==> src/scrx_pkg.sv <==
// Package of constants and types for the serial channel receiver
package scrx_pkg;
  // ****************************************************
  // Register map
  // ****************************************************
  localparam logic [1:0] SCRX_ADDR_BUF = 2'h0;
  localparam logic [1:0] SCRX_ADDR_CR = 2'h1;
  localparam logic [1:0] SCRX_ADDR_MOD = 2'h2;
  localparam logic [1:0] SCRX_ADDR_IRQ = 2'h3;
  // Mode register fields
  localparam int SCRX_MOD_SM_LO = 0;
  localparam int SCRX_MOD_RXE = 5;
  localparam int SCRX_MOD_WU = 4;
  localparam int SCRX_MOD_TB8 = 7;
  // Control register fields
  localparam int SCRX_CR_IOC = 0;
  localparam int SCRX_CR_SCLKS = 1;
  localparam int SCRX_CR_FRAMING_FLAG = 2;
  localparam int SCRX_CR_PARITY_ERROR_FLAG = 3;
  localparam int SCRX_CR_OVERRUN_FLAG = 4;
  localparam int SCRX_CR_PE = 5;
  localparam int SCRX_CR_EVEN = 6;
  localparam int SCRX_CR_RB8 = 7;
  // Reset values
  localparam logic [7:0] SCRX_MOD_RST = 8'h00;
  localparam logic [7:0] SCRX_CR_RST = 8'h00;
  // Frame modes
  localparam logic [1:0] SCRX_SM_IO = 2'h0;
  localparam logic [1:0] SCRX_SM_7B = 2'h1;
  localparam logic [1:0] SCRX_SM_8B = 2'h2;
  localparam logic [1:0] SCRX_SM_9B = 2'h3;
  // Timing
  localparam int SCRX_CLK_HZ = 25_000_000;
  localparam int SCRX_OVS = 16;
  localparam logic [3:0] SCRX_MID = 4'h7;
  localparam logic [7:0] SCRX_SCLK_HALF = 8'h04;
  localparam logic [15:0] SCRX_BAUD_DIV_RST = 16'h00_0c;
  typedef enum logic [2:0] {
    SCRX_IDLE,
    SCRX_START,
    SCRX_DATA,
    SCRX_STOP,
    SCRX_SHIFT
  } scrx_state_e;
endpackage

==> src/scrx_tick.sv <==
// Enable pulse divider for the serial channel receiver
`timescale 1ns/1ps
`default_nettype none
module scrx_tick
  import scrx_pkg::*;
(
  input wire logic clk_in,
  input wire logic rst_n_in,
  input wire logic [15:0] div_in,
  output logic tick_out
);
  logic [15:0] cnt_r;
  logic [15:0] cnt_nxt;
  logic tick_nxt;

  always_comb begin
    tick_nxt = 1'b0;
    cnt_nxt = cnt_r + 16'h0001;
    if (cnt_r >= div_in) begin
      cnt_nxt = 16'h0000;
      tick_nxt = 1'b1;
    end
  end

  always_ff @(posedge clk_in) begin
    if (!rst_n_in) begin
      cnt_r <= 16'h0000;
      tick_out <= 1'b0;
    end else begin
      cnt_r <= cnt_nxt;
      tick_out <= tick_nxt;
    end
  end
endmodule
`default_nettype wire

==> src/scrx_top.sv <==
// Receive side of one serial channel: shift mode and asynchronous frames
//
// The address-and-strobe port and the address map were decided locally.
`timescale 1ns/1ps
`default_nettype none
module scrx_top
  import scrx_pkg::*;
(
  input wire logic clk_in,
  input wire logic rst_n_in,
  input wire logic [1:0] addr_in,
  input wire logic [7:0] wdata_in,
  input wire logic wr_in,
  input wire logic rd_in,
  output logic [7:0] rdata_out,
  input wire logic serial_in_pin_in,
  input wire logic shift_clock_pin_in,
  output logic shift_clock_pin_out,
  output logic shift_clock_pin_oe_out,
  output logic rx_interrupt_out,
  output logic [7:0] mode_out
);
  // ****************************************************
  // Registers
  // ****************************************************
  logic [7:0] mod_r, mod_nxt;
  logic [7:0] cr_r, cr_nxt;
  logic [7:0] buf_r, buf_nxt;
  logic [15:0] div_r, div_nxt;
  logic [7:0] rdata_nxt;
  logic pend_r, pend_nxt;
  logic full_r, full_nxt;
  logic irq_nxt;
  scrx_state_e st_r, st_nxt;
  logic [8:0] sh_r, sh_nxt;
  logic [3:0] bit_r, bit_nxt;
  logic [3:0] ph_r, ph_nxt;
  logic [2:0] smp_r, smp_nxt;
  logic [7:0] sc_r, sc_nxt;
  logic sclk_r, sclk_nxt;
  logic ext_d_r;
  logic tick;

  scrx_tick u_tick (
    .clk_in(clk_in),
    .rst_n_in(rst_n_in),
    .div_in(div_r),
    .tick_out(tick)
  );

  function automatic logic [3:0] frame_bits(input logic [1:0] sm,
                                            input logic pe);
    case (sm)
      SCRX_SM_7B: frame_bits = pe ? 4'h8 : 4'h7;
      SCRX_SM_8B: frame_bits = pe ? 4'h9 : 4'h8;
      default: frame_bits = 4'h9;
    endcase
  endfunction

  function automatic logic maj3(input logic [2:0] s);
    maj3 = (s[0] & s[1]) | (s[0] & s[2]) | (s[1] & s[2]);
  endfunction

  logic [1:0] sm;
  logic receive_enable_bit, pe, even, wu, ioc, sclks;
  logic buf_rd;
  logic ext_edge;
  logic [3:0] nbits;
  // Frame completion and accept decision, visible to the checks below
  logic done;
  logic raise;
  assign sm = mod_r[SCRX_MOD_SM_LO +: 2];
  assign receive_enable_bit = mod_r[SCRX_MOD_RXE];
  assign wu = mod_r[SCRX_MOD_WU];
  assign pe = cr_r[SCRX_CR_PE] && (sm != SCRX_SM_9B);
  assign even = cr_r[SCRX_CR_EVEN];
  assign ioc = cr_r[SCRX_CR_IOC];
  assign sclks = cr_r[SCRX_CR_SCLKS];
  assign buf_rd = rd_in && (addr_in == SCRX_ADDR_BUF);
  assign nbits = frame_bits(sm, pe);
  // Pins taken as synchronous; rising or falling per edge select
  assign ext_edge = sclks ? (ext_d_r && !shift_clock_pin_in)
                          : (!ext_d_r && shift_clock_pin_in);

  // ****************************************************
  // Receiver and register next state
  // ****************************************************
  always_comb begin
    logic [8:0] fr;
    logic [7:0] dat;
    logic nin, parity_error_flag, fer, par;
    done = 1'b0;
    fr = 9'h000;
    dat = 8'h00;
    nin = 1'b0;
    parity_error_flag = 1'b0;
    fer = 1'b0;
    par = 1'b0;
    raise = 1'b0;
    mod_nxt = mod_r;
    cr_nxt = cr_r;
    buf_nxt = buf_r;
    div_nxt = div_r;
    pend_nxt = pend_r;
    full_nxt = full_r;
    st_nxt = st_r;
    sh_nxt = sh_r;
    bit_nxt = bit_r;
    ph_nxt = ph_r;
    smp_nxt = smp_r;
    sc_nxt = sc_r;
    sclk_nxt = sclk_r;
    rdata_nxt = 8'h00;
    if (rd_in) begin
      case (addr_in)
        SCRX_ADDR_BUF: rdata_nxt = buf_r;
        SCRX_ADDR_CR: rdata_nxt = cr_r;
        SCRX_ADDR_MOD: rdata_nxt = mod_r;
        default: rdata_nxt = {7'h00, pend_r};
      endcase
    end
    // Error flags clear on control register read
    if (rd_in && addr_in == SCRX_ADDR_CR) begin
      cr_nxt[SCRX_CR_OVERRUN_FLAG] = 1'b0;
      cr_nxt[SCRX_CR_PARITY_ERROR_FLAG] = 1'b0;
      cr_nxt[SCRX_CR_FRAMING_FLAG] = 1'b0;
    end
    if (buf_rd) begin
      pend_nxt = 1'b0;
      full_nxt = 1'b0;
    end
    if (wr_in) begin
      case (addr_in)
        SCRX_ADDR_MOD: mod_nxt = wdata_in;
        SCRX_ADDR_CR: begin
          cr_nxt[SCRX_CR_IOC] = wdata_in[SCRX_CR_IOC];
          cr_nxt[SCRX_CR_SCLKS] = wdata_in[SCRX_CR_SCLKS];
          cr_nxt[SCRX_CR_PE] = wdata_in[SCRX_CR_PE];
          cr_nxt[SCRX_CR_EVEN] = wdata_in[SCRX_CR_EVEN];
        end
        SCRX_ADDR_IRQ: div_nxt = {8'h00, wdata_in};
        default: begin
        end
      endcase
    end
    if (!receive_enable_bit) begin
      st_nxt = SCRX_IDLE;
      sclk_nxt = 1'b1;
    end else if (sm == SCRX_SM_IO) begin
      // Shift stage runs only while the receive flag is clear
      if (st_r != SCRX_SHIFT) begin
        st_nxt = SCRX_SHIFT;
        bit_nxt = 4'h0;
        sc_nxt = 8'h00;
        sclk_nxt = 1'b1;
      end else if (!pend_r && !ioc) begin
        sc_nxt = sc_r + 8'h01;
        if (sc_r == SCRX_SCLK_HALF) begin
          sc_nxt = 8'h00;
          sclk_nxt = !sclk_r;
          if (!sclk_r) begin
            sh_nxt = {1'b0, serial_in_pin_in, sh_r[7:1]};
            bit_nxt = bit_r + 4'h1;
          end
        end
      end else if (!pend_r && ioc && ext_edge) begin
        sh_nxt = {1'b0, serial_in_pin_in, sh_r[7:1]};
        bit_nxt = bit_r + 4'h1;
      end
      if (bit_r == 4'h8) begin
        bit_nxt = 4'h0;
        buf_nxt = sh_r[7:0];
        pend_nxt = 1'b1;
        sclk_nxt = 1'b1;
      end
    end else if (tick) begin
      case (st_r)
        SCRX_IDLE, SCRX_SHIFT: begin
          sclk_nxt = 1'b1;
          st_nxt = SCRX_IDLE;
          if (!serial_in_pin_in) begin
            st_nxt = SCRX_START;
            ph_nxt = 4'h0;
          end
        end
        SCRX_START: begin
          ph_nxt = ph_r + 4'h1;
          if (ph_r == SCRX_MID && serial_in_pin_in) begin
            st_nxt = SCRX_IDLE;
          end else if (ph_r == SCRX_MID) begin
            ph_nxt = 4'h0;
            bit_nxt = 4'h0;
            st_nxt = SCRX_DATA;
          end
        end
        SCRX_DATA: begin
          ph_nxt = ph_r + 4'h1;
          if (ph_r == 4'hf) begin
            sh_nxt = 9'h000;
            sh_nxt[bit_r] = serial_in_pin_in;
            sh_nxt = sh_nxt | sh_r;
            bit_nxt = bit_r + 4'h1;
            if (bit_r + 4'h1 == nbits) begin
              st_nxt = SCRX_STOP;
            end
          end
        end
        SCRX_STOP: begin
          ph_nxt = ph_r + 4'h1;
          if (ph_r >= 4'he) begin
            smp_nxt = {smp_r[1:0], serial_in_pin_in};
          end
          if (ph_r == 4'h1 || ph_r == 4'h2) begin
            smp_nxt = {smp_r[1:0], serial_in_pin_in};
          end
          if (ph_r == 4'h2) begin
            done = 1'b1;
            st_nxt = SCRX_IDLE;
          end
        end
        default: st_nxt = SCRX_IDLE;
      endcase
    end
    if (done) begin
      fr = sh_r;
      fer = !maj3({smp_r[1:0], serial_in_pin_in});
      case (sm)
        SCRX_SM_7B: begin
          dat = {1'b0, fr[6:0]};
          par = fr[7];
          parity_error_flag = pe && ((^fr[6:0]) ^ !even ^ par);
        end
        SCRX_SM_8B: begin
          dat = fr[7:0];
          par = fr[8];
          nin = fr[8];
          parity_error_flag = pe && ((^fr[7:0]) ^ !even ^ par);
        end
        default: begin
          dat = fr[7:0];
          nin = fr[8];
        end
      endcase
      raise = !(sm == SCRX_SM_9B && wu && !nin);
      if (raise) begin
        if (full_r && !buf_rd) begin
          cr_nxt[SCRX_CR_OVERRUN_FLAG] = 1'b1;
        end else begin
          buf_nxt = dat;
          full_nxt = 1'b1;
          pend_nxt = 1'b1;
          if (sm != SCRX_SM_7B || pe) begin
            cr_nxt[SCRX_CR_RB8] = pe ? par : nin;
          end
        end
        // Error flags set win over a same-cycle clear
        if (fer) begin
          cr_nxt[SCRX_CR_FRAMING_FLAG] = 1'b1;
        end
        if (parity_error_flag) begin
          cr_nxt[SCRX_CR_PARITY_ERROR_FLAG] = 1'b1;
        end
      end
      sh_nxt = 9'h000;
    end
    irq_nxt = pend_nxt && !pend_r;
  end

  always_ff @(posedge clk_in) begin
    if (!rst_n_in) begin
      mod_r <= SCRX_MOD_RST;
      cr_r <= SCRX_CR_RST;
      buf_r <= 8'h00;
      div_r <= SCRX_BAUD_DIV_RST;
      pend_r <= 1'b0;
      full_r <= 1'b0;
      st_r <= SCRX_IDLE;
      sh_r <= 9'h000;
      bit_r <= 4'h0;
      ph_r <= 4'h0;
      smp_r <= 3'h7;
      sc_r <= 8'h00;
      sclk_r <= 1'b1;
      ext_d_r <= 1'b1;
      rdata_out <= 8'h00;
      rx_interrupt_out <= 1'b0;
      shift_clock_pin_out <= 1'b1;
      shift_clock_pin_oe_out <= 1'b0;
      mode_out <= SCRX_MOD_RST;
    end else begin
      mod_r <= mod_nxt;
      cr_r <= cr_nxt;
      buf_r <= buf_nxt;
      div_r <= div_nxt;
      pend_r <= pend_nxt;
      full_r <= full_nxt;
      st_r <= st_nxt;
      sh_r <= sh_nxt;
      bit_r <= bit_nxt;
      ph_r <= ph_nxt;
      smp_r <= smp_nxt;
      sc_r <= sc_nxt;
      sclk_r <= sclk_nxt;
      ext_d_r <= shift_clock_pin_in;
      rdata_out <= rdata_nxt;
      rx_interrupt_out <= irq_nxt;
      shift_clock_pin_out <= sclk_nxt;
      shift_clock_pin_oe_out <= (mod_nxt[SCRX_MOD_SM_LO +: 2] == SCRX_SM_IO)
                                && !cr_nxt[SCRX_CR_IOC];
      mode_out <= mod_nxt;
    end
  end

  // ****************************************************
  // Checks
  // ****************************************************
  a_rxe_blocks: assert property (@(posedge clk_in) disable iff (!rst_n_in)
    !receive_enable_bit |=> !$rose(pend_r)) else $error("reception while disabled");
  a_no_shift_pend: assert property (@(posedge clk_in) disable iff (!rst_n_in)
    (pend_r && sm == SCRX_SM_IO) |=> $stable(sh_r))
    else $error("shift while flag set");
  a_wakeup_block: assert property (@(posedge clk_in) disable iff (!rst_n_in)
    (done && sm == SCRX_SM_9B && wu && !sh_r[8]) |=> !$rose(pend_r))
    else $error("wake-up frame raised");
  a_ovr_keeps: assert property (@(posedge clk_in) disable iff (!rst_n_in)
    (done && full_r && !buf_rd && raise) |=> $stable(buf_r))
    else $error("overrun overwrote buffer");
  a_irq_pulse: assert property (@(posedge clk_in) disable iff (!rst_n_in)
    $rose(pend_r) |-> rx_interrupt_out) else $error("irq missing");
  a_sclk_drive: assert property (@(posedge clk_in) disable iff (!rst_n_in)
    (sm == SCRX_SM_IO && !ioc && !wr_in) |=> shift_clock_pin_oe_out)
    else $error("shift clock not driven");
  a_no_par9: assert property (@(posedge clk_in) disable iff (!rst_n_in)
    sm == SCRX_SM_9B |-> !pe) else $error("parity in nine bit");
  a_wu_off_all: assert property (@(posedge clk_in) disable iff (!rst_n_in)
    (done && sm == SCRX_SM_9B && !wu && !full_r) |=> pend_r)
    else $error("frame dropped");
  c_io_byte: cover property (@(posedge clk_in) sm == SCRX_SM_IO && $rose(pend_r));
  c_uart_frame: cover property (@(posedge clk_in) done && sm == SCRX_SM_8B);
  c_overrun: cover property (@(posedge clk_in) $rose(cr_r[SCRX_CR_OVERRUN_FLAG]));
endmodule
`default_nettype wire

==> config.mk <==
export PLATFORM = sky130hd
export DESIGN_NAME = scrx_top
export DESIGN_NICKNAME = d
export VERILOG_FILES = /design/src/scrx_pkg.sv /design/src/scrx_tick.sv /design/src/scrx_top.sv
export SDC_FILE = /design/constraint.sdc
export NUM_CORES = 1
export LEC_CHECK = 0
export BUFFER_PORTS_ARGS = -buffer_cell sky130_fd_sc_hd__buf_2
export CAP_MARGIN = 10
export CORE_UTILIZATION = 45
export DETAILED_ROUTE_END_ITERATION = 10
export PLACE_DENSITY = 0.68
export SYNTH_ARGS = -nofsm -noshare
export SYNTH_HDL_FRONTEND = slang
export SYNTH_SLANG_ARGS = --single-unit
==> constraint.sdc <==
create_clock -name clk_in -period 2.05 [get_ports clk_in]
set_input_delay 0.41 -clock clk_in [delete_from_list [all_inputs] [get_ports clk_in]]
set_output_delay 0.41 -clock clk_in [all_outputs]
set_load 0.05 [all_outputs]
==> flow_metrics.py, run 1 <==
metrics = {
    "clock_tree": {
        "numCtsBuffers": 9,
        "cts_buffer_depth": 2,
        "cts_tree": "yes",
        "clk_pin_slew_ps": 90,
        "holdBufCountCts": 0,
        "cts_htree_levels": 3,
        "worstSkewPairLatency_ps": 370,
        "clockRootBuffer": "clkbuf_8",
        "clkSinkCount": 93,
        "post_cts_buffers": 0,
    },
    "job": {
        "cap_violations": 0,
    },
    "synth": {
        "synth_top_area_cell": "dfxtp_1",
        "synth.area.top_cells": "dfxtp_1 (39%), nand2_1 (6.0%), ha_1 (5.8%), a21oi_1 (4.5%), nor2_1 (4.4%)",
        "yosys_warnings": 0,
        "syn_inst": 544,
        "synth.most_common_cell": "dfxtp_1",
        "seq_area_frac_synth": 0.389,
        "postSynth.asyncResetShare": 0,
        "synthTopCellsByCount": "dfxtp_1 (93), nand2_1 (77), nor2_1 (56), a21oi_1 (43), nand3_1 (28)",
        "syn_area_um2": 4790,
        "synth-edff-count": 0,
        "avgSynthCellArea_um2": 8.80,
        "yosysTopAreaCellShare": 0.389,
        "ys.flop_type": "dfxtp_1",
        "ys_seq_elements": 93,
        "synthDistinctLibCells": 77,
    },
    "hold_path": {
        "hold_path_depth": 2,
        "min-delay-start": "shift_clock_pin_in",
        "hp-class": "in -> reg",
        "holdPathEnd": "ext_d_r",
    },
    "power_and_ir_drop": {
        "intPower_w": 0.00252,
        "vdd_drop_max_mv": 0.287,
        "p_leak_nw": 2.22,
        "combPwrFrac": 0.075,
        "power_density_nw_per_um2": 602,
        "switching_share": 0.244,
        "p_sw_w": 0.000811,
        "power.share.sequential": 0.556,
        "clock_power_share": 0.369,
    },
    "critical_path": {
        "regToRegEndpoint": "sh_r[2]",
        "r2r-start": "sc_r[0]",
        "rrSetupSlack_ps": 100,
        "path_buf_inv": 1,
        "path_delay_family": "compound AO/OA/AOI/OAI gates",
        "slowest_stage": "a211o_2",
        "crit_required_ps": 2320,
        "worst_setup_path_start_kind": "flop",
        "end_kind": "flop",
        "cp.arrival_ps": 2230,
        "crit_chain": "inv_1, ha_1, nor4b_4, nand4b_1, a211o_2, mux2_4, o31ai_1",
        "slowest_delay_ps": 500,
        "worstSetupPathType": "reg -> reg",
        "critPathMaxFanout": 9,
        "r2r_cells": 7,
    },
    "detailed_routing": {
        "dr.pass1.iters": 4,
        "vias": 4052,
        "ant_nets": 0,
        "drcViolationCount": 0,
        "viasPerCell": 5.45,
        "wire_per_inst_um": 15.2,
        "routed_wl_mm": 11.3,
        "drtIter0Drc": 181,
    },
    "timing": {
        "finalHoldViolCount": 0,
        "finalMaxSlewViolations": 0,
        "rsz0062_at_grt": "true",
        "layout_min_cycle_time_ps": 1950,
        "setup_viol": 0,
        "fin_skew_ps": 14.2,
        "slew_headroom": 0.561,
        "max_freq_mhz": 512,
        "min_period_over_period": 0.953,
        "worstMarginPinSlew_ps": 657,
    },
    "global_route": {
        "grt_usage": 0.205,
        "antenna_found_initial": 0,
        "grt_pass1_wl_mm": 18.0,
        "gr-total-overflow": 0,
        "first_global_vias": 3772,
        "grt_max_degree": 35,
    },
    "layout": {
        "syn2layout_area_growth_pct": 15.5,
        "fillers": 949,
        "fin_nets": 640,
        "stdcell_count": 743,
        "multiInputGateArea_um2": 2790,
        "seqCellArea_um2": 1870,
        "num_antenna_cells": 0,
        "drive_above_1_share": 0.203,
        "fin_area_um2": 5530,
    },
    "die": {
        "die_h_um": 105,
        "core_um2": 10300,
        "die_x_um": 105,
        "initial_core_util": 0.464,
        "dieArea_um2": 11100,
        "row_count": 37,
        "num_io_pins": 35,
    },
    "run_status": {
        "status": "completed",
    },
    "placement": {
        "place.gp.congestion": 0.867,
        "dp.cells": 727,
        "io_buffer_count": 34,
        "place_area_um2": 5280,
        "dp_hpwl_mm": 8.38,
    },
}
==> metal layers <==
| metal | vias up | track usage | part of all wire |
|---|---|---|---|
| li1 | 2010 | - | - |
| met1 | 1911 | 0.271 | 0.48 |
| met2 | 108 | 0.334 | 0.46 |
| met3 | 23 | 0.0418 | 0.042 |
| met4 | 0 | 0.0684 | 0.019 |
| met5 | - | 0 | 0 |
==> power by group through the flow <==
stage	sequential, W	clock [W]	combinational, W
2_1_floorplan	0.00191	0	0.000134
5_1_grt	0.00185	0.00134	0.000270
3_3_place_gp	0.00189	0	0.000237
3_5_place_dp	0.00189	0	0.000240
4_1_cts	0.00185	0.00128	0.000242
6_report	0.00185	0.00123	0.000250
==> worst max-delay path by stage <==
stage                     from              end  cells after the start
2_1_floorplan         mod_r[0]         buf_r[0]                     10
3_3_place_gp   u_tick.cnt_r[0]  u_tick.cnt_r[2]                      7
3_5_place_dp   u_tick.cnt_r[0]  u_tick.cnt_r[8]                      7
4_1_cts               mod_r[1]         bit_r[3]                      8
5_1_grt                ph_r[0]          st_r[0]                      7
6_report               sc_r[0]          sh_r[2]                      7
==> flip-flops by register name, indices dropped and copies added, names as in the netlist <==
register	count
ext_d_r	1
rdata_out	8
u_tick.tick_out	1
div_r	8
st_r	3
u_tick.cnt_r	16
smp_r	2
sh_r	9
bit_r	4
sc_r	8
full_r	1
pend_r	1
ph_r	4
sclk_r	1
mod_r	8
shift_clock_pin_oe_out	1
cr_r	8
buf_r	8
rx_interrupt_out	1
==> cells in the final DEF (no fill, tap or decap), types with 3 or more instances in the layout <==
cell / instances
a211oi_1: 3
a21oi_1: 43
a2bb2oi_1: 5
and3_1: 4
and3b_1: 4
buf_2: 34
buf_4: 30
clkbuf_1: 3
clkbuf_8: 10
conb_1: 7
dfxtp_1: 90
ha_1: 20
inv_1: 22
mux2_4: 7
mux2i_1: 19
nand2_1: 77
nand2b_1: 6
nand3_1: 28
nand3b_1: 3
nand4_1: 4
nor2_1: 54
nor2b_1: 4
nor3_1: 4
nor3b_1: 5
nor4_1: 3
o211ai_1: 8
o21ai_0: 5
o21ai_2: 5
o22ai_1: 3
o31ai_1: 5
xnor2_1: 13
xor2_1: 11
==> logic make-up after synthesis <==
group	synth area share
adder cells (fa/ha/maj)	0.0596
buffers and inverters	0.0470
multiplexers	0.0687
flip-flops	0.389
AO/OA/AOI/OAI	0.150
AND/OR/NAND/NOR	0.236
XOR/XNOR	0.0486
other	0.000783
==> repair_timing <==
| item | CTS | global route |
|---|---|---|
| gates resized for setup | 1 | 11 |
| hold endpoints to repair | 0 | 0 |
| setup endpoints to repair | 9 | 30 |
==> area by class of cell <==
| type | count | share of cell area |
|---|---|---|
| clock inverters | 3 | 0.00860 |
| inverters | 24 | 0.0163 |
| multi-input cells | 409 | 0.504 |
| flip-flops and latches | 93 | 0.338 |
| clock buffers | 13 | 0.0269 |
| well taps | 136 | 0.0308 |
| repair buffers | 65 | 0.0751 |
==> through the flow <==
step,util,hold WS (ps),setup slack (ps),setup TNS (ps),power (W)
floorplan,-,430,2.83,0,0.00205
global placement,0.512,448,56.3,0,0.00213
detailed placement,0.512,452,-91.4,-490,0.00213
CTS,0.531,256,31.6,0,0.00337
global route,0.536,280,-29.9,-67.5,0.00346
finish,0.536,277,95.3,0,0.00333
(Power assumes the default switching activity.)
==> inputs of run 2 (changes only) <==
--- a/config.mk
+++ b/config.mk
@@ -7,9 +7,12 @@
 export LEC_CHECK = 0
 export BUFFER_PORTS_ARGS = -buffer_cell sky130_fd_sc_hd__buf_2
 export CAP_MARGIN = 10
-export CORE_UTILIZATION = 45
+export CELL_PAD_IN_SITES_DETAIL_PLACEMENT = 1
+export CELL_PAD_IN_SITES_GLOBAL_PLACEMENT = 1
+export CORE_MARGIN = 4
+export CORE_UTILIZATION = 42
 export DETAILED_ROUTE_END_ITERATION = 10
-export PLACE_DENSITY = 0.68
+export PLACE_DENSITY = 0.79
 export SYNTH_ARGS = -nofsm -noshare
 export SYNTH_HDL_FRONTEND = slang
 export SYNTH_SLANG_ARGS = --single-unit
==> run 2 against run 1 <==
Net effect: clock power increased by 41%; utilization is 2.2 points lower; register-to-register slack about the same; maximum frequency about the same; sequential share of layout area shrank 0.66 points; cell count is 0.54% higher; global-route usage grew 0.93 points; design area rose by 2.1%.
==> flow_metrics.py, run 2 (synthesized netlist as in run 1, its figures left out) <==
metrics = {
    "global_route": {
        "grt_pass1_wl_mm": 22.4,
        "first_global_vias": 4433,
        "grt_max_degree": 34,
        "grt_usage": 0.215,
        "antenna_found_initial": 0,
        "gr-total-overflow": 0,
    },
    "detailed_routing": {
        "dr.pass1.iters": 4,
        "viasPerCell": 5.53,
        "wire_per_inst_um": 18.0,
        "vias": 4128,
        "drtIter0Drc": 206,
        "drcViolationCount": 0,
        "routed_wl_mm": 13.5,
        "ant_nets": 0,
    },
    "critical_path": {
        "r2r-start": "mod_r[0]",
        "crit_path_start": "mod_r[0]",
        "cp.arrival_ps": 2190,
        "end_kind": "flop",
        "worst_setup_path_start_kind": "flop",
        "crit_required_ps": 2290,
        "critPathMaxFanout": 10,
        "worstSetupPathType": "reg -> reg",
    },
    "layout": {
        "stdcell_count": 747,
        "final_common_cell": "dfxtp_1",
        "finalCoreUtilization": 0.514,
        "seqCellArea_um2": 1870,
        "final_cell_mix": "dfxtp_1 (89), nand2_1 (77), nor2_1 (54)",
        "multiInputGateArea_um2": 2800,
        "top_register": "u_tick.cnt_r",
        "fin_nets": 640,
        "syn2layout_area_growth_pct": 17.9,
        "num_antenna_cells": 0,
        "top_regs": "u_tick.cnt_r x16, sh_r x9",
        "drive_above_1_share": 0.209,
        "largest_reg_flops": 16,
        "fillers": 1322,
    },
    "timing": {
        "min_period_over_period": 0.954,
        "setup_viol": 0,
        "max_freq_mhz": 511,
        "slew_headroom": 0.618,
        "finalWorstSetupSlack_ps": 93.5,
        "layout_min_cycle_time_ps": 1960,
        "worstMarginPinSlew_ps": 571,
        "finalSetupTns_ps": 0,
        "finalMaxSlewViolations": 0,
        "fin_skew_ps": 9.91,
        "finalHoldViolCount": 0,
    },
    "die": {
        "initial_core_util": 0.436,
        "num_io_pins": 35,
        "die_x_um": 115,
        "dieArea_um2": 13200,
        "core_um2": 11000,
        "row_count": 38,
        "die_h_um": 115,
    },
    "placement": {
        "place.gp.congestion": 0.835,
        "io_buffer_count": 34,
        "dp_hpwl_mm": 9.95,
        "place_ws_ps": 23.1,
        "dp.cells": 731,
    },
    "clock_tree": {
        "clockRootBuffer": "clkbuf_16",
        "clk_pin_slew_ps": 70,
        "clkSinkCount": 93,
        "worstSkewPairLatency_ps": 360,
        "numCtsBuffers": 9,
        "cts_buffer_depth": 2,
        "cts_htree_levels": 3,
        "cts_tree": "yes",
    },
    "power_and_ir_drop": {
        "power_density_nw_per_um2": 681,
        "p_leak_nw": 2.27,
        "vdd_drop_max_mv": 0.783,
    },
    "hold_path": {
        "min-delay-start": "shift_clock_pin_in",
        "hp-class": "in -> reg",
    },
    "run_status": {
        "status": "completed",
    },
    "job": {
        "cap_violations": 0,
    },
}
[run 2: changes by cell type in the layout (fill, tap and decap cells not counted), moves of 2 or more]
| cell | change |
|---|---|
| clkbuf_1 | -3 |
| clkbuf_16 | +9 |
| clkbuf_8 | -9 |
| inv_6 | +2 |
[run 2: area by class of cell]
type                    count  area share
repair buffers             65      0.0714
inverters                  24      0.0160
flip-flops and latches     93       0.332
clock inverters             6      0.0122
multi-input cells         409       0.495
clock buffers              10      0.0424
well taps                 140      0.0310
[run 2: power breakdown]
group          switching, W  total, W  internal (W)
registers         0.0000205   0.00185       0.00183
logic              0.000170  0.000256     0.0000856
clock network      0.000750   0.00174      0.000987
total              0.000941   0.00384       0.00290
[run 2: what timing repair did]
action / in CTS / in global routing
setup endpoints to repair: 0 / 31
buffers inserted: 0 / 0
hold buffers: 0 / 0
gates resized for setup: 0 / 14
endpoints found under the hold margin: 0 / 0
[run 2: metrics by stage]
step	hold slack [ps]	instance area [um^2]	total power [W]
floorplan	430	4830	0.00205
global placement	446	5280	0.00213
detailed placement	451	5280	0.00214
CTS	253	5580	0.00388
global route	264	5640	0.00398
finish	263	5640	0.00384
[run 2: worst paths after layout]
| kind | to | slack, ps | depth (start not counted) |
|---|---|---|---|
| setup reg to reg | buf_r[1] | 90 | 8 |
| hold reg to reg | div_r[5] | 460 | 2 |
| hold / removal | ext_d_r | 260 | 2 |
| setup / recovery | buf_r[1] | 90 | 8 |
[run 2: layer usage]
| metal | global-route usage | up-vias | part of all wire |
|---|---|---|---|
| li1 | - | 2018 | - |
| met1 | 0.263 | 2037 | 0.44 |
| met2 | 0.370 | 56 | 0.50 |
| met3 | 0.0589 | 17 | 0.037 |
| met4 | 0.0618 | 0 | 0.020 |
| met5 | 0 | - | 0 |
[run 2: critical path, cell delays in order (launching register included)]
cell	delay, ps
dfxtp_4	390
inv_2	50
ha_2	180
and3b_2	320
and3_4	230
a32o_1	170
buf_4	200
mux2i_1	230
nor2_1	60
==> inputs of run 3 (changes only) <==
--- a/config.mk
+++ b/config.mk
@@ -13,6 +13,7 @@
 export CORE_UTILIZATION = 42
 export DETAILED_ROUTE_END_ITERATION = 10
 export PLACE_DENSITY = 0.79
+export SETUP_SLACK_MARGIN = 0.5
 export SYNTH_ARGS = -nofsm -noshare
 export SYNTH_HDL_FRONTEND = slang
 export SYNTH_SLANG_ARGS = --single-unit
==> run 3 against run 2 <==
Net effect: the flow now finishes with violations (setup timing); utilization rose by 8.4 points; critical path depth did not move; clock-buffer cell count rose by 1; cell count rose by 5.0%; first-iteration DRC count rose by 100%; design area rose by 16%; setup slack got worse by 120 ps; clock power rose by 3%; critical path type unchanged; critical endpoint is now sh_r[6].
==> flow_metrics.py, run 3 (synthesized netlist as in run 1, its figures left out) <==
metrics = {
    "clock_tree": {
        "clkSinkCount": 93,
        "cts_buffer_depth": 2,
        "cts_htree_levels": 3,
        "holdBufCountCts": 0,
        "clk_pin_slew_ps": 70,
        "clockRootBuffer": "clkbuf_16",
        "worstSkewPairLatency_ps": 360,
        "cts_tree": "yes",
        "numCtsBuffers": 9,
    },
    "timing": {
        "rsz0062_at_grt": "true",
        "finalHoldViolCount": 0,
        "max_freq_mhz": 481,
        "fin_skew_ps": 16.6,
        "finalWorstSetupSlack_ps": -28.2,
        "finalMaxSlewViolations": 0,
        "worstMarginPinSlew_ps": 573,
        "min_period_over_period": 1.01,
        "layout_min_cycle_time_ps": 2080,
        "slew_headroom": 0.617,
        "setup_viol": 8,
        "finalSetupTns_ps": -149,
    },
    "layout": {
        "fin_area_um2": 6560,
        "final_common_cell": "dfxtp_1",
        "drive_above_1_share": 0.384,
        "final_cell_mix": "dfxtp_1 (71), nand2_1 (69), nor2_1 (52)",
        "multiInputGateArea_um2": 3320,
        "top_regs": "u_tick.cnt_r x16, sh_r x9",
        "seqCellArea_um2": 1910,
        "syn2layout_area_growth_pct": 37.0,
        "fin_nets": 677,
        "fillers": 1239,
        "top_register": "u_tick.cnt_r",
        "largest_reg_flops": 16,
        "num_antenna_cells": 0,
        "stdcell_count": 784,
    },
    "die": {
        "row_count": 38,
        "die_h_um": 115,
        "core_um2": 11000,
        "die_x_um": 115,
        "num_io_pins": 35,
        "dieArea_um2": 13200,
        "initial_core_util": 0.436,
    },
    "critical_path": {
        "slowest_delay_ps": 370,
        "crit_end": "sh_r[6]",
        "end_kind": "flop",
        "regToRegEndpoint": "sh_r[6]",
        "worstSetupPathType": "reg -> reg",
        "rrSetupSlack_ps": -30,
        "r2r-start": "sc_r[0]",
        "worst_setup_path_start_kind": "flop",
        "path_buf_inv": 2,
        "critPathMaxFanout": 4,
        "cp.arrival_ps": 2370,
        "slowest_stage": "a211o_4",
        "r2r_cells": 8,
        "path_delay_family": "simple AND/OR/NAND/NOR gates",
        "worstSetupPathDepth": 8,
        "crit_path_start": "sc_r[0]",
        "crit_chain": "inv_2, ha_4, nor4b_4, nand4b_1, buf_4, a211o_4, mux2_4, o21ai_2",
        "crit_required_ps": 2340,
    },
    "global_route": {
        "grt_usage": 0.243,
        "antenna_found_initial": 0,
        "grt_max_degree": 33,
        "first_global_vias": 4793,
        "gr-total-overflow": 0,
        "grt_pass1_wl_mm": 25.2,
    },
    "detailed_routing": {
        "ant_nets": 0,
        "drcViolationCount": 0,
        "vias": 4713,
        "dr.pass1.iters": 5,
        "viasPerCell": 6.01,
        "drtIter0Drc": 416,
        "wire_per_inst_um": 24.0,
        "routed_wl_mm": 18.8,
    },
    "run_status": {
        "violations": "setup timing",
        "status": "finished with violations",
    },
    "placement": {
        "place_area_um2": 5330,
        "dp_hpwl_mm": 9.90,
        "io_buffer_count": 34,
        "place.gp.congestion": 0.858,
        "dp.cells": 723,
    },
    "hold_path": {
        "min-delay-start": "shift_clock_pin_in",
        "hp-class": "in -> reg",
        "hold_path_depth": 2,
    },
    "power_and_ir_drop": {
        "vdd_drop_max_mv": 0.634,
        "p_leak_nw": 2.55,
        "p_total_w": 0.00400,
        "power_density_nw_per_um2": 610,
    },
    "job": {
        "cap_violations": 0,
    },
}
-- run 3: per-layer routing --
metal,GRT usage,vias to the layer above,part of all wire
met4,0.105,0,0.047
li1,-,2091,-
met1,0.289,2370,0.40
met2,0.428,189,0.50
met5,0,-,0
met3,0.0432,63,0.051
-- run 3: report_power, final --
group / internal, W / switching [W] / total (W)
Clock: 0.000997 / 0.000805 / 0.00180
Sequential: 0.00182 / 0.0000296 / 0.00185
Combinational: 0.000120 / 0.000227 / 0.000347
-- run 3: worst register-to-register path, stage by stage (launching register included) --
cell,delay [ps]
dfxtp_2,330
inv_2,90
ha_4,130
nor4b_4,260
nand4b_1,250
buf_4,220
a211o_4,370
mux2_4,310
o21ai_2,60
-- run 3: layout make-up --
cell class / count / area share
Clock buffer: 11 / 0.0370
Timing Repair Buffer: 100 / 0.114
Multi-Input combinational cell: 411 / 0.506
Inverter: 24 / 0.0153
Clock inverter: 5 / 0.00992
Tap cell: 140 / 0.0267
Sequential cell: 93 / 0.291
-- run 3: timing repair --
item / CTS / global route
pin swaps: 23 / 28
endpoints found under the setup margin: 52 / 57
setup buffers: 27 / 14
cloned: 4 / 0
gates resized for setup: 67 / 68
-- run 3: worst min path at each step --
stage / end / slack, ps
global placement: div_r[5] / 440
global route: ext_d_r / 280
finish: ext_d_r / 260
floorplan: u_tick.cnt_r[0] / 430
detailed placement: div_r[5] / 450
CTS: ext_d_r / 270
-- run 3: stage by stage --
stage                     hold slack (ps)   util  setup slack (ps)
after floorplan                       430      -              16.4
after global placement                442  0.485              90.3
after detailed placement              448  0.485              31.1
after CTS                             266  0.560               167
after global routing                  283  0.597              -156
final                                 261  0.597             -28.2
